File: config.mk
export PLATFORM = sky130hd
export DESIGN_NAME = fewc_ctrl
export DESIGN_NICKNAME = d
export VERILOG_FILES = /design/src/pkg/fewc_pkg.sv /design/src/hw/fewc_ctrl.sv
export VERILOG_INCLUDE_DIRS = /design/src /design/src/pkg
export SDC_FILE = /design/constraint.sdc
export NUM_CORES = 1
export LEC_CHECK = 0
export BUFFER_PORTS_ARGS = -buffer_cell sky130_fd_sc_hd__buf_4
export CAP_MARGIN = 20
export CORE_UTILIZATION = 45
export CTS_BUF_LIST = sky130_fd_sc_hd__clkbuf_8
export DETAILED_ROUTE_END_ITERATION = 6
export PLACE_DENSITY = 0.76
export SLEW_MARGIN = 20
export SYNTH_ARGS = -nofsm -noshare
export SYNTH_HDL_FRONTEND = slang
export SYNTH_SLANG_ARGS = --single-unit
File: constraint.sdc
create_clock -name clk -period 2.5 [get_ports clk]
set_input_delay 0.125 -clock clk [delete_from_list [all_inputs] [get_ports clk]]
set_output_delay 0.125 -clock clk [all_outputs]
set_load 0.01 [all_outputs]
File: src/pkg/fewc_defs.svh
`ifndef FEWC_DEFS_SVH
`define FEWC_DEFS_SVH
// register offsets (two mirrors)
`define FEWC_FCR_ADDR      24'h224000
`define FEWC_ECR_ADDR      24'h224001
`define FEWC_FCR_ALT_ADDR  24'h221000
`define FEWC_ECR_ALT_ADDR  24'h221001
// flash control fields
`define FEWC_F_START   7
`define FEWC_F_PAGE    6
`define FEWC_F_CHIP    5
`define FEWC_F_BYTE    4
`define FEWC_F_SECT    3
`define FEWC_F_SUSP    2
`define FEWC_F_PROTECTION_PROGRAM_SELECT    1
`define FEWC_F_BUSY    0
// eeprom control fields
`define FEWC_E_START   7
`define FEWC_E_PAGE    6
`define FEWC_E_CHIP    5
`define FEWC_E_WAIT_SLEEP_DEPTH_SELECT    2
`define FEWC_E_IRQSEL  1
`define FEWC_E_BUSY    0
`define FEWC_FCR_RESET 8'h00
`define FEWC_ECR_RESET 8'h00
`define FEWC_ERASED    8'hff
// timing
`define FEWC_CLK_MHZ        250
`define FEWC_SUSP_MAX_NS    15000
`define FEWC_SUSP_CYC       ((`FEWC_SUSP_MAX_NS * `FEWC_CLK_MHZ) / 1000)
`define FEWC_FWAKE_MAX_NS   10000
`define FEWC_FWAKE_CYC      ((`FEWC_FWAKE_MAX_NS * `FEWC_CLK_MHZ) / 1000)
`define FEWC_EWAKE_MAX_MS   10
`define FEWC_EWAKE_CYC      (`FEWC_EWAKE_MAX_MS * 1000 * `FEWC_CLK_MHZ)
`endif

File: src/pkg/fewc_pkg.sv
package fewc_pkg;
  typedef enum logic [1:0] {FEWC_IDLE, FEWC_RUN, FEWC_SUSP_WAIT, FEWC_SUSPENDED} fewc_fstate_e;
  typedef enum logic [1:0] {FEWC_PWR_ON, FEWC_STANDBY, FEWC_PWR_DOWN} fewc_pwr_e;
endpackage

File: src/hw/fewc_ctrl.sv
`timescale 1ns/1ns
`include "fewc_defs.svh"
// Function
// - flash start launches op, self-clears
// - software clear of start ignored while running
// - page program collects up to 16 latches
// - selection bits self-clear at completion
// - chip erase runs on start alone
// - byte program takes one latched pair
// - suspend halts sector erase, clears busy in time
// - resume: clear suspend, set start again
// - while suspended refuse eeprom updates
// - protection program takes up to four bytes
// - flash busy sets on first latch/chip start
// - busy flash reads ff, writes ignored while running/waking
// - flash busy held after power-up/power-down exit
// - eeprom start launches op, self-clears
// - eeprom page update collects 16 latches
// - eeprom chip erase on start
// - eeprom busy, reads ff, writes ignored while running/waking
// - eeprom busy held after power-up/down exit
// - wait picks standby or power-down after writes
// - halt/stop power-down deferred until writes end
// - irq select routes pin or end-of-write
// - clearing selection cancels, drops latches
module fewc_ctrl #(
  parameter int unsigned FWAKE_CYC = `FEWC_FWAKE_CYC,
  parameter int unsigned EWAKE_CYC = `FEWC_EWAKE_CYC,
  parameter int unsigned SUSP_CYC  = `FEWC_SUSP_CYC
) (
  input  wire logic        clk,
  input  wire logic        rst_n,
  input  wire logic        reg_wr,
  input  wire logic        reg_rd,
  input  wire logic [23:0] reg_addr,
  input  wire logic [7:0]  reg_wdata,
  output logic      [7:0]  reg_rdata,
  input  wire logic        flash_wr,
  input  wire logic        eeprom_wr,
  input  wire logic        array_rd,
  input  wire logic        flash_sel,
  input  wire logic [7:0]  array_rdata,
  output logic      [7:0]  array_data_out,
  output logic             latch_strobe,
  output logic      [4:0]  latch_count,
  input  wire logic        flash_op_done,
  input  wire logic        eeprom_op_done,
  output logic             flash_op_go,
  output logic             eeprom_op_go,
  output logic             flash_suspend_req,
  input  wire logic        wait_instruction,
  input  wire logic        halt_stop,
  input  wire logic        wake,
  output logic             flash_standby,
  output logic             mem_power_down,
  input  wire logic        ext_irq,
  output logic             shared_interrupt_channel
);
  // *********************
  // register state
  // *********************
  logic [7:0] flash_op_control, next_fcr, eeprom_op_control, next_ecr;
  logic [4:0] fcnt, next_fcnt, ecnt, next_ecnt;
  fewc_pkg::fewc_fstate_e fst, next_fst;
  fewc_pkg::fewc_pwr_e pwr, next_pwr;
  logic erun, next_erun;
  logic [23:0] wake_cnt, next_wake_cnt;
  logic [23:0] susp_cnt, next_susp_cnt;
  logic next_fgo, next_ego, next_eow;
  logic [23:0] susp_age, next_susp_age;
  logic halt_pend, next_halt_pend, wait_pend, next_wait_pend;
  logic [7:0] next_rdata, next_adata;
  logic next_strobe;
  logic [4:0] next_lcnt;

  function automatic logic hit(input logic [23:0] a, input logic [23:0] p, input logic [23:0] q);
    return (a == p) || (a == q);
  endfunction

  function automatic logic flash_busy_flag_run(input fewc_pkg::fewc_fstate_e s);
    return (s == fewc_pkg::FEWC_RUN) || (s == fewc_pkg::FEWC_SUSP_WAIT);
  endfunction

  logic fcr_w, ecr_w, flash_busy_flag, eeprom_busy_flag, fprog_sel, fwakeup, ewakeup, suspended;
  assign fcr_w     = reg_wr && hit(reg_addr, `FEWC_FCR_ADDR, `FEWC_FCR_ALT_ADDR);
  assign ecr_w     = reg_wr && hit(reg_addr, `FEWC_ECR_ADDR, `FEWC_ECR_ALT_ADDR);
  assign suspended = (fst == fewc_pkg::FEWC_SUSPENDED);
  assign fprog_sel = flash_op_control[`FEWC_F_PAGE] | flash_op_control[`FEWC_F_BYTE] | flash_op_control[`FEWC_F_SECT] | flash_op_control[`FEWC_F_PROTECTION_PROGRAM_SELECT];
  assign fwakeup   = (wake_cnt != 24'h000000) && (wake_cnt > 24'(EWAKE_CYC - FWAKE_CYC));
  assign ewakeup   = (wake_cnt != 24'h000000);
  assign flash_busy_flag     = flash_op_control[`FEWC_F_BUSY] | fwakeup;
  assign eeprom_busy_flag     = eeprom_op_control[`FEWC_E_BUSY] | ewakeup;

  // *********************
  // flash and eeprom sequencing
  // *********************
  always_comb begin
    logic [4:0] fmax;
    fmax      = flash_op_control[`FEWC_F_BYTE] ? 5'h01 : (flash_op_control[`FEWC_F_SECT] ? 5'h06 : (flash_op_control[`FEWC_F_PROTECTION_PROGRAM_SELECT] ? 5'h04 : 5'h10));
    next_fcr  = flash_op_control;
    next_ecr  = eeprom_op_control;
    next_fcnt = fcnt;
    next_ecnt = ecnt;
    next_fst  = fst;
    next_erun = erun;
    next_fgo  = 1'b0;
    next_ego  = 1'b0;
    next_eow  = 1'b0;
    next_susp_cnt = susp_cnt;
    next_strobe = 1'b0;
    next_lcnt = latch_count;
    if (fcr_w) begin
      next_fcr[7:1] = {flash_op_control[7] | reg_wdata[7], reg_wdata[6:1]};
      if (fst == fewc_pkg::FEWC_RUN || fst == fewc_pkg::FEWC_SUSP_WAIT) begin
        next_fcr[6:3] = flash_op_control[6:3];
        next_fcr[1]   = flash_op_control[1];
      end
      if (fst == fewc_pkg::FEWC_IDLE && (reg_wdata[6:3] == 4'h0) && !reg_wdata[1]) begin
        next_fcnt = 5'h00;
        next_fcr[`FEWC_F_BUSY] = 1'b0;
      end
    end
    if (ecr_w) begin
      next_ecr[7:1] = {eeprom_op_control[7] | reg_wdata[7], erun ? eeprom_op_control[6:5] : reg_wdata[6:5], 2'b00, reg_wdata[2:1]};
      if (!erun && !reg_wdata[6]) begin
        next_ecnt = 5'h00;
        next_ecr[`FEWC_E_BUSY] = 1'b0;
      end
    end
    if (flash_wr && !flash_busy_flag_run(fst) && fprog_sel && (fcnt < fmax) && !fwakeup) begin
      next_fcnt   = fcnt + 5'h01;
      next_strobe = 1'b1;
      next_lcnt   = fcnt + 5'h01;
      if (!suspended) next_fcr[`FEWC_F_BUSY] = 1'b1;
    end
    if (eeprom_wr && !erun && eeprom_op_control[`FEWC_E_PAGE] && (ecnt < 5'h10) && !suspended && !ewakeup) begin
      next_ecnt   = ecnt + 5'h01;
      next_strobe = 1'b1;
      next_lcnt   = ecnt + 5'h01;
      next_ecr[`FEWC_E_BUSY] = 1'b1;
    end
    unique case (fst)
      fewc_pkg::FEWC_IDLE: begin
        if (next_fcr[`FEWC_F_START] && ((fprog_sel && fcnt != 5'h00) || flash_op_control[`FEWC_F_CHIP])) begin
          next_fst = fewc_pkg::FEWC_RUN;
          next_fgo = 1'b1;
          next_fcr[`FEWC_F_BUSY] = 1'b1;
        end
      end
      fewc_pkg::FEWC_RUN: begin
        if (flash_op_control[`FEWC_F_SUSP] && flash_op_control[`FEWC_F_SECT]) begin
          next_fst = fewc_pkg::FEWC_SUSP_WAIT;
          next_susp_cnt = 24'h000000;
        end else if (flash_op_done) begin
          next_fcr = flash_op_control & 8'h04;
          next_fcnt = 5'h00;
          next_fst = fewc_pkg::FEWC_IDLE;
          next_eow = 1'b1;
        end
      end
      fewc_pkg::FEWC_SUSP_WAIT: begin
        next_susp_cnt = susp_cnt + 24'h000001;
        if (susp_cnt >= 24'(SUSP_CYC - 2)) begin
          next_fst = fewc_pkg::FEWC_SUSPENDED;
          next_fcr[`FEWC_F_START] = 1'b0;
          next_fcr[`FEWC_F_BUSY]  = 1'b0;
        end
      end
      fewc_pkg::FEWC_SUSPENDED: begin
        if (!flash_op_control[`FEWC_F_SUSP] && flash_op_control[`FEWC_F_START]) begin
          next_fst = fewc_pkg::FEWC_RUN;
          next_fcr[`FEWC_F_BUSY] = 1'b1;
          next_fgo = 1'b1;
        end
      end
    endcase
    if (!erun) begin
      if (next_ecr[`FEWC_E_START] && ((eeprom_op_control[`FEWC_E_PAGE] && ecnt != 5'h00) || eeprom_op_control[`FEWC_E_CHIP]) && !suspended) begin
        next_erun = 1'b1;
        next_ego  = 1'b1;
        next_ecr[`FEWC_E_BUSY] = 1'b1;
      end
    end else if (eeprom_op_done) begin
      next_erun = 1'b0;
      next_ecr  = {3'b000, 2'b00, eeprom_op_control[2:1], 1'b0};
      next_ecnt = 5'h00;
      next_eow  = 1'b1;
    end
    // *********************
    // reads
    // *********************
    next_rdata = reg_rdata;
    if (reg_rd) begin
      if (hit(reg_addr, `FEWC_FCR_ADDR, `FEWC_FCR_ALT_ADDR)) next_rdata = {flash_op_control[7:1], flash_busy_flag};
      else if (hit(reg_addr, `FEWC_ECR_ADDR, `FEWC_ECR_ALT_ADDR)) next_rdata = {eeprom_op_control[7:1], eeprom_busy_flag};
      else next_rdata = 8'h00;
    end
    next_adata = array_data_out;
    if (array_rd) next_adata = (flash_sel ? flash_busy_flag : eeprom_busy_flag) ? `FEWC_ERASED : array_rdata;
  end

  // *********************
  // power and wake
  // *********************
  logic writing;
  assign writing = flash_busy_flag_run(fst) | erun;
  always_comb begin
    next_pwr = pwr;
    next_wake_cnt = (wake_cnt != 24'h000000) ? wake_cnt - 24'h000001 : wake_cnt;
    // requests are pulses: keep them until the write ends
    next_halt_pend = (pwr == fewc_pkg::FEWC_PWR_ON) & (halt_pend | halt_stop);
    next_wait_pend = (pwr == fewc_pkg::FEWC_PWR_ON) & (wait_pend | wait_instruction);
    unique case (pwr)
      fewc_pkg::FEWC_PWR_ON: begin
        if (!writing && next_halt_pend) next_pwr = fewc_pkg::FEWC_PWR_DOWN;
        else if (!writing && next_wait_pend)
          next_pwr = eeprom_op_control[`FEWC_E_WAIT_SLEEP_DEPTH_SELECT] ? fewc_pkg::FEWC_PWR_DOWN : fewc_pkg::FEWC_STANDBY;
        if (!writing) begin
          next_halt_pend = 1'b0;
          next_wait_pend = 1'b0;
        end
      end
      fewc_pkg::FEWC_STANDBY: if (wake) next_pwr = fewc_pkg::FEWC_PWR_ON;
      fewc_pkg::FEWC_PWR_DOWN: begin
        if (wake) begin
          next_pwr = fewc_pkg::FEWC_PWR_ON;
          next_wake_cnt = 24'(EWAKE_CYC);
        end
      end
      default: next_pwr = fewc_pkg::FEWC_PWR_ON;
    endcase
  end

  always_ff @(posedge clk) begin
    if (!rst_n) begin
      flash_op_control <= `FEWC_FCR_RESET;
      eeprom_op_control <= `FEWC_ECR_RESET;
      fcnt <= 5'h00;
      ecnt <= 5'h00;
      fst <= fewc_pkg::FEWC_IDLE;
      erun <= 1'b0;
      susp_cnt <= 24'h000000;
      susp_age <= 24'h000000;
      pwr <= fewc_pkg::FEWC_PWR_ON;
      wake_cnt <= 24'(EWAKE_CYC);
      reg_rdata <= 8'h00;
      array_data_out <= 8'h00;
      latch_strobe <= 1'b0;
      latch_count <= 5'h00;
      flash_op_go <= 1'b0;
      eeprom_op_go <= 1'b0;
      flash_suspend_req <= 1'b0;
      flash_standby <= 1'b0;
      mem_power_down <= 1'b0;
      halt_pend <= 1'b0;
      wait_pend <= 1'b0;
      shared_interrupt_channel <= 1'b0;
    end else begin
      flash_op_control <= next_fcr;
      eeprom_op_control <= next_ecr;
      fcnt <= next_fcnt;
      ecnt <= next_ecnt;
      fst <= next_fst;
      erun <= next_erun;
      susp_cnt <= next_susp_cnt;
      susp_age <= next_susp_age;
      pwr <= next_pwr;
      wake_cnt <= next_wake_cnt;
      reg_rdata <= next_rdata;
      array_data_out <= next_adata;
      latch_strobe <= next_strobe;
      latch_count <= next_lcnt;
      flash_op_go <= next_fgo;
      eeprom_op_go <= next_ego;
      flash_suspend_req <= (next_fst == fewc_pkg::FEWC_SUSP_WAIT);
      flash_standby <= (next_pwr == fewc_pkg::FEWC_STANDBY);
      mem_power_down <= (next_pwr == fewc_pkg::FEWC_PWR_DOWN);
      halt_pend <= next_halt_pend;
      wait_pend <= next_wait_pend;
      shared_interrupt_channel <= eeprom_op_control[`FEWC_E_IRQSEL] ? next_eow : ext_irq;
    end
  end

  // *********************
  // checks
  // *********************
  // age of a pending suspend
  always_comb begin
    next_susp_age = 24'h000000;
    if (flash_busy_flag_run(fst) && flash_op_control[`FEWC_F_SUSP] && flash_op_control[`FEWC_F_SECT] && flash_op_control[`FEWC_F_BUSY])
      next_susp_age = susp_age + 24'h000001;
  end
  susp_bound_a: assert property (@(posedge clk) disable iff (!rst_n)
    (flash_busy_flag_run(fst) && flash_op_control[`FEWC_F_SUSP] && flash_op_control[`FEWC_F_SECT] && flash_op_control[`FEWC_F_BUSY]) |-> susp_age < 24'(SUSP_CYC))
    else $error("suspend too slow");
  start_hold_a: assert property (@(posedge clk) disable iff (!rst_n)
    (fst == fewc_pkg::FEWC_RUN && !flash_op_done && !flash_op_control[`FEWC_F_SUSP]) |=> flash_op_control[`FEWC_F_START]) else $error("start lost");
  done_clear_a: assert property (@(posedge clk) disable iff (!rst_n)
    (fst == fewc_pkg::FEWC_RUN && flash_op_done && !flash_op_control[`FEWC_F_SUSP]) |=> (flash_op_control[7:3] == 5'h00 && !flash_op_control[1])) else $error("sel kept");
  busy_read_a: assert property (@(posedge clk) disable iff (!rst_n)
    (array_rd && flash_sel && flash_busy_flag) |=> array_data_out == 8'hff) else $error("busy read not ff");
  eep_refuse_a: assert property (@(posedge clk) disable iff (!rst_n)
    (suspended && eeprom_wr) |=> $stable(ecnt)) else $error("eeprom update in suspend");
  pwr_defer_a: assert property (@(posedge clk) disable iff (!rst_n)
    writing |=> !$rose(mem_power_down)) else $error("power-down during write");
endmodule // fewc_ctrl

==> impl_results.md <==
* Status: finished, final reports clean
* Leading area contributor after synthesis: dfxtp_1
* Layer with the highest usage: met2
* Post-Syn Nets at 719
* Sequential-to-total area share from yosys stat at 39.6%
* Final Hold Fails at 0
* Post-layout util at 56.0%
* Ys flop type: dfxtp_1
* Fin crit share at 93.7%
* Pwr per Cell Area at 488 nW/µm²
* Synthesis Warnings at 0
* Worst path required time at 2.81 ns
* Antenna-violating nets left at 0
* CTS tree: yes
* Die area at 12700 µm²
* Mean post-synth cell area at 8.53 µm²
* Clk slew on worst S/H paths at between 0.1 and 0.15 ns
* Combinational share of power at between 10% and 20%
* Async SR Flop Fraction at 0%
* All-Layer GR Usage at 22.2%
* GR Util met2 at approximately two fifths
* Initial Utilization at 46.1%
* Register bit total from synthesis at 109
* First-pass GRT wire length at 22.6 mm
* Gpl congestion at a little under 0.9
* Sw frac at 25.6%
* Most frequent cell after synthesis: dfxtp_1
* Fin nets at roughly 820
* Layout area overhead at 21.7%
* Filler cells at ~1100
* Later-pin clock latency in the skew report at 0.40 ns
* DR vias at between 5000 and 6000
* Initial antenna violation count at 0
* Area contributors post-synth: dfxtp_1 (40%), xnor2_1 (5.2%), nor2_1 (5.1%)
* Fin. max-slew vios at 0
* Grt met1 use at between 20% and 30%
* CP Class: flip-flop to flip-flop
* Worst R2R Path Depth at 7
* Post-Synthesis Cells at 646
* Endpoint type of the worst setup path: flip-flop
* Clk pwr share at 33.6%
* Yosys top cell area share at 39.6%
* CTS Buf Count at 9
* Largest net degree at the start of global routing at 32
* Drt first pass iters at 5
* Slew @ Worst Pin at 0.700 ns
* Root buffer selected by CTS: clkbuf_8
* Die W at roughly 110 µm
* Detailed placement HPWL at 9.96 mm
* Setup TNS at 0 ns
* P_sw at 835 µW
* Placed inst area at 6300 µm²
* DR WL/cell at 15.1 µm
* Post-synth top cells: dfxtp_1 (109), nor2_1 (75), nand2_1 (37), nand3_1 (33), xnor2_1 (33)
* DR DRC count at 0
* Share of layout cells above drive strength 1 at around 19%
* Min Tclk post-route at 2.34 ns
* Fmax achieved at 427 MHz
* Relative slew slack at 53.3%
* Port buffer count at 80
* Area of the core at 12000 µm²
* Total power at between 3 and 4 mW
* Int Pwr at around 2.4 mW
* Leak at ~2.6 nW
* Final setup vio count at 0
* Hold slack at 0.0311 ns
* RSZ-0062 raised after global routing: false
* Setup Skew at between 0.015 and 0.02 ns
* GRT Residual Overflow at 0
* Peak VDD IR at about 0.27 mV
* Htree depth at 3
* Max clock buf depth at 2
* Post-synth EDFFs at 0
* Crit path DAT at 2.65 ns
* Max Cap Viol at 0
* Design Area, Final at 6700 µm²
* Worst Hold Class: primary input to flip-flop
* I/O pin total at 82
* Sequential power share at 55.4%
* Critical path peak fanout at 3
* Number of global-route vias before repair at 4911
* Initial DRC Count at 359
* Met3 usage at approximately 4.9%
* Die Height at 113 µm
* Total routed wirelength at 13.6 mm
* Row cnt at 40
* Synth cell types at 62
* Worst setup SP type: flip-flop
* Worst hold path depth at 3
* Vias per cell at 5.70
* Synthesized cell area at 5510 µm²
* Clock net sink count at 109
* Diodes inserted at 0
[worst max-delay path, cell delays in order (launching register included)]
cell      delay, ns
dfxtp_1        0.32
or3_1          0.37
ha_1           0.18
or4b_2         0.63
inv_1          0.09
o221ai_2       0.11
or4_1          0.49
o311ai_1       0.08
[final timing paths]
| check | startpoint | to | slack [ns] |
|---|---|---|---|
| worst min-delay path | reg_wdata[1] | flash_op_control[1] | 0.03 |
| worst max register to register | flash_op_control[1] | latch_count[0] | 0.16 |
| worst max-delay path | flash_op_control[1] | latch_count[0] | 0.16 |
| worst min register to register | eeprom_op_control[3] | eeprom_op_control[3] | 0.47 |
[logic make-up after synthesis]
logic type	Yosys count	share of synthesized area, %
and+or+nand+nor	287	28.2
xor gates and xnor gates	43	6.83
adders and majority gates	19	4.31
AOI/OAI and AO/OA	107	12.9
buffers and inverters	62	4.52
muxes	19	3.61
DFF	109	39.6
[through the flow]
stage          setup WS (ns)  cells
6_report               0.157    896
5_1_grt               0.0229    896
4_1_cts               0.0710    894
3_5_place_dp          0.0772    861
3_3_place_gp           0.178    861
2_1_floorplan          0.201    646
[power by group through the flow]
stage / clock [mW] / combinational [mW] / sequential, mW
6_report: 1.10 / 0.359 / 1.81
4_1_cts: 1.13 / 0.356 / 1.81
5_1_grt: 1.19 / 0.397 / 1.82
2_1_floorplan: 0 / 0.189 / 1.84
3_5_place_dp: 0 / 0.333 / 1.85
3_3_place_gp: 0 / 0.320 / 1.85
[registers in the layout, summed over array words and instances, names as in the netlist, 2 cells and up]
name	flops
susp_cnt	24
wake_cnt	24
reg_rdata	8
fcnt	5
flash_op_control	8
ecnt	5
eeprom_op_control	8
pwr	2
fst	2
array_data_out	8
latch_count	5
[routing by layer]
layer | part of all wire [%] | routed length, µm
met5 | 0 | 0
met4 | 2.2 | 297
met3 | 4.7 | 638
met2 | 49 | 6630
met1 | 44 | 5990
[layout make-up]
cell class | count | area, µm² | area share (%)
clock inverters | 6 | 63.8 | 0.952
repair buffers | 117 | 925 | 13.8
multi-input cells | 475 | 3090 | 46.1
clock buffers | 10 | 138 | 2.05
flip-flops and latches | 109 | 2180 | 32.6
inverters | 32 | 120 | 1.79
well taps | 147 | 184 | 2.74
[cells in the final DEF, fill, tap and decap left out, types with 4 or more instances in the layout]
cell,count
dfxtp_1,108
buf_4,99
nor2_1,75
nand2_1,37
inv_1,33
nand3_1,33
xnor2_1,33
a21oi_1,29
nor3_1,26
o21ai_0,22
ha_1,19
nor4_1,18
dlygate4sd3_1,17
nand2b_1,16
a31oi_1,14
nand4_1,14
mux2i_1,12
xor2_1,10
clkbuf_8,10
or3_1,8
and2_1,8
mux2_2,7
nor2b_1,7
nand3b_1,7
and3_1,6
nand4b_1,5
o211ai_1,5
or4b_2,4
a211oi_1,4
or4_1,4
a21o_1,4
[repair_timing]
action / CTS / global route
hold buffers: 17 / 0
setup endpoints to repair: 0 / 13
setup buffers: 0 / 2
resized for setup: 0 / 3
hold endpoints to repair: 17 / 0
(Power assumes the default switching activity.)
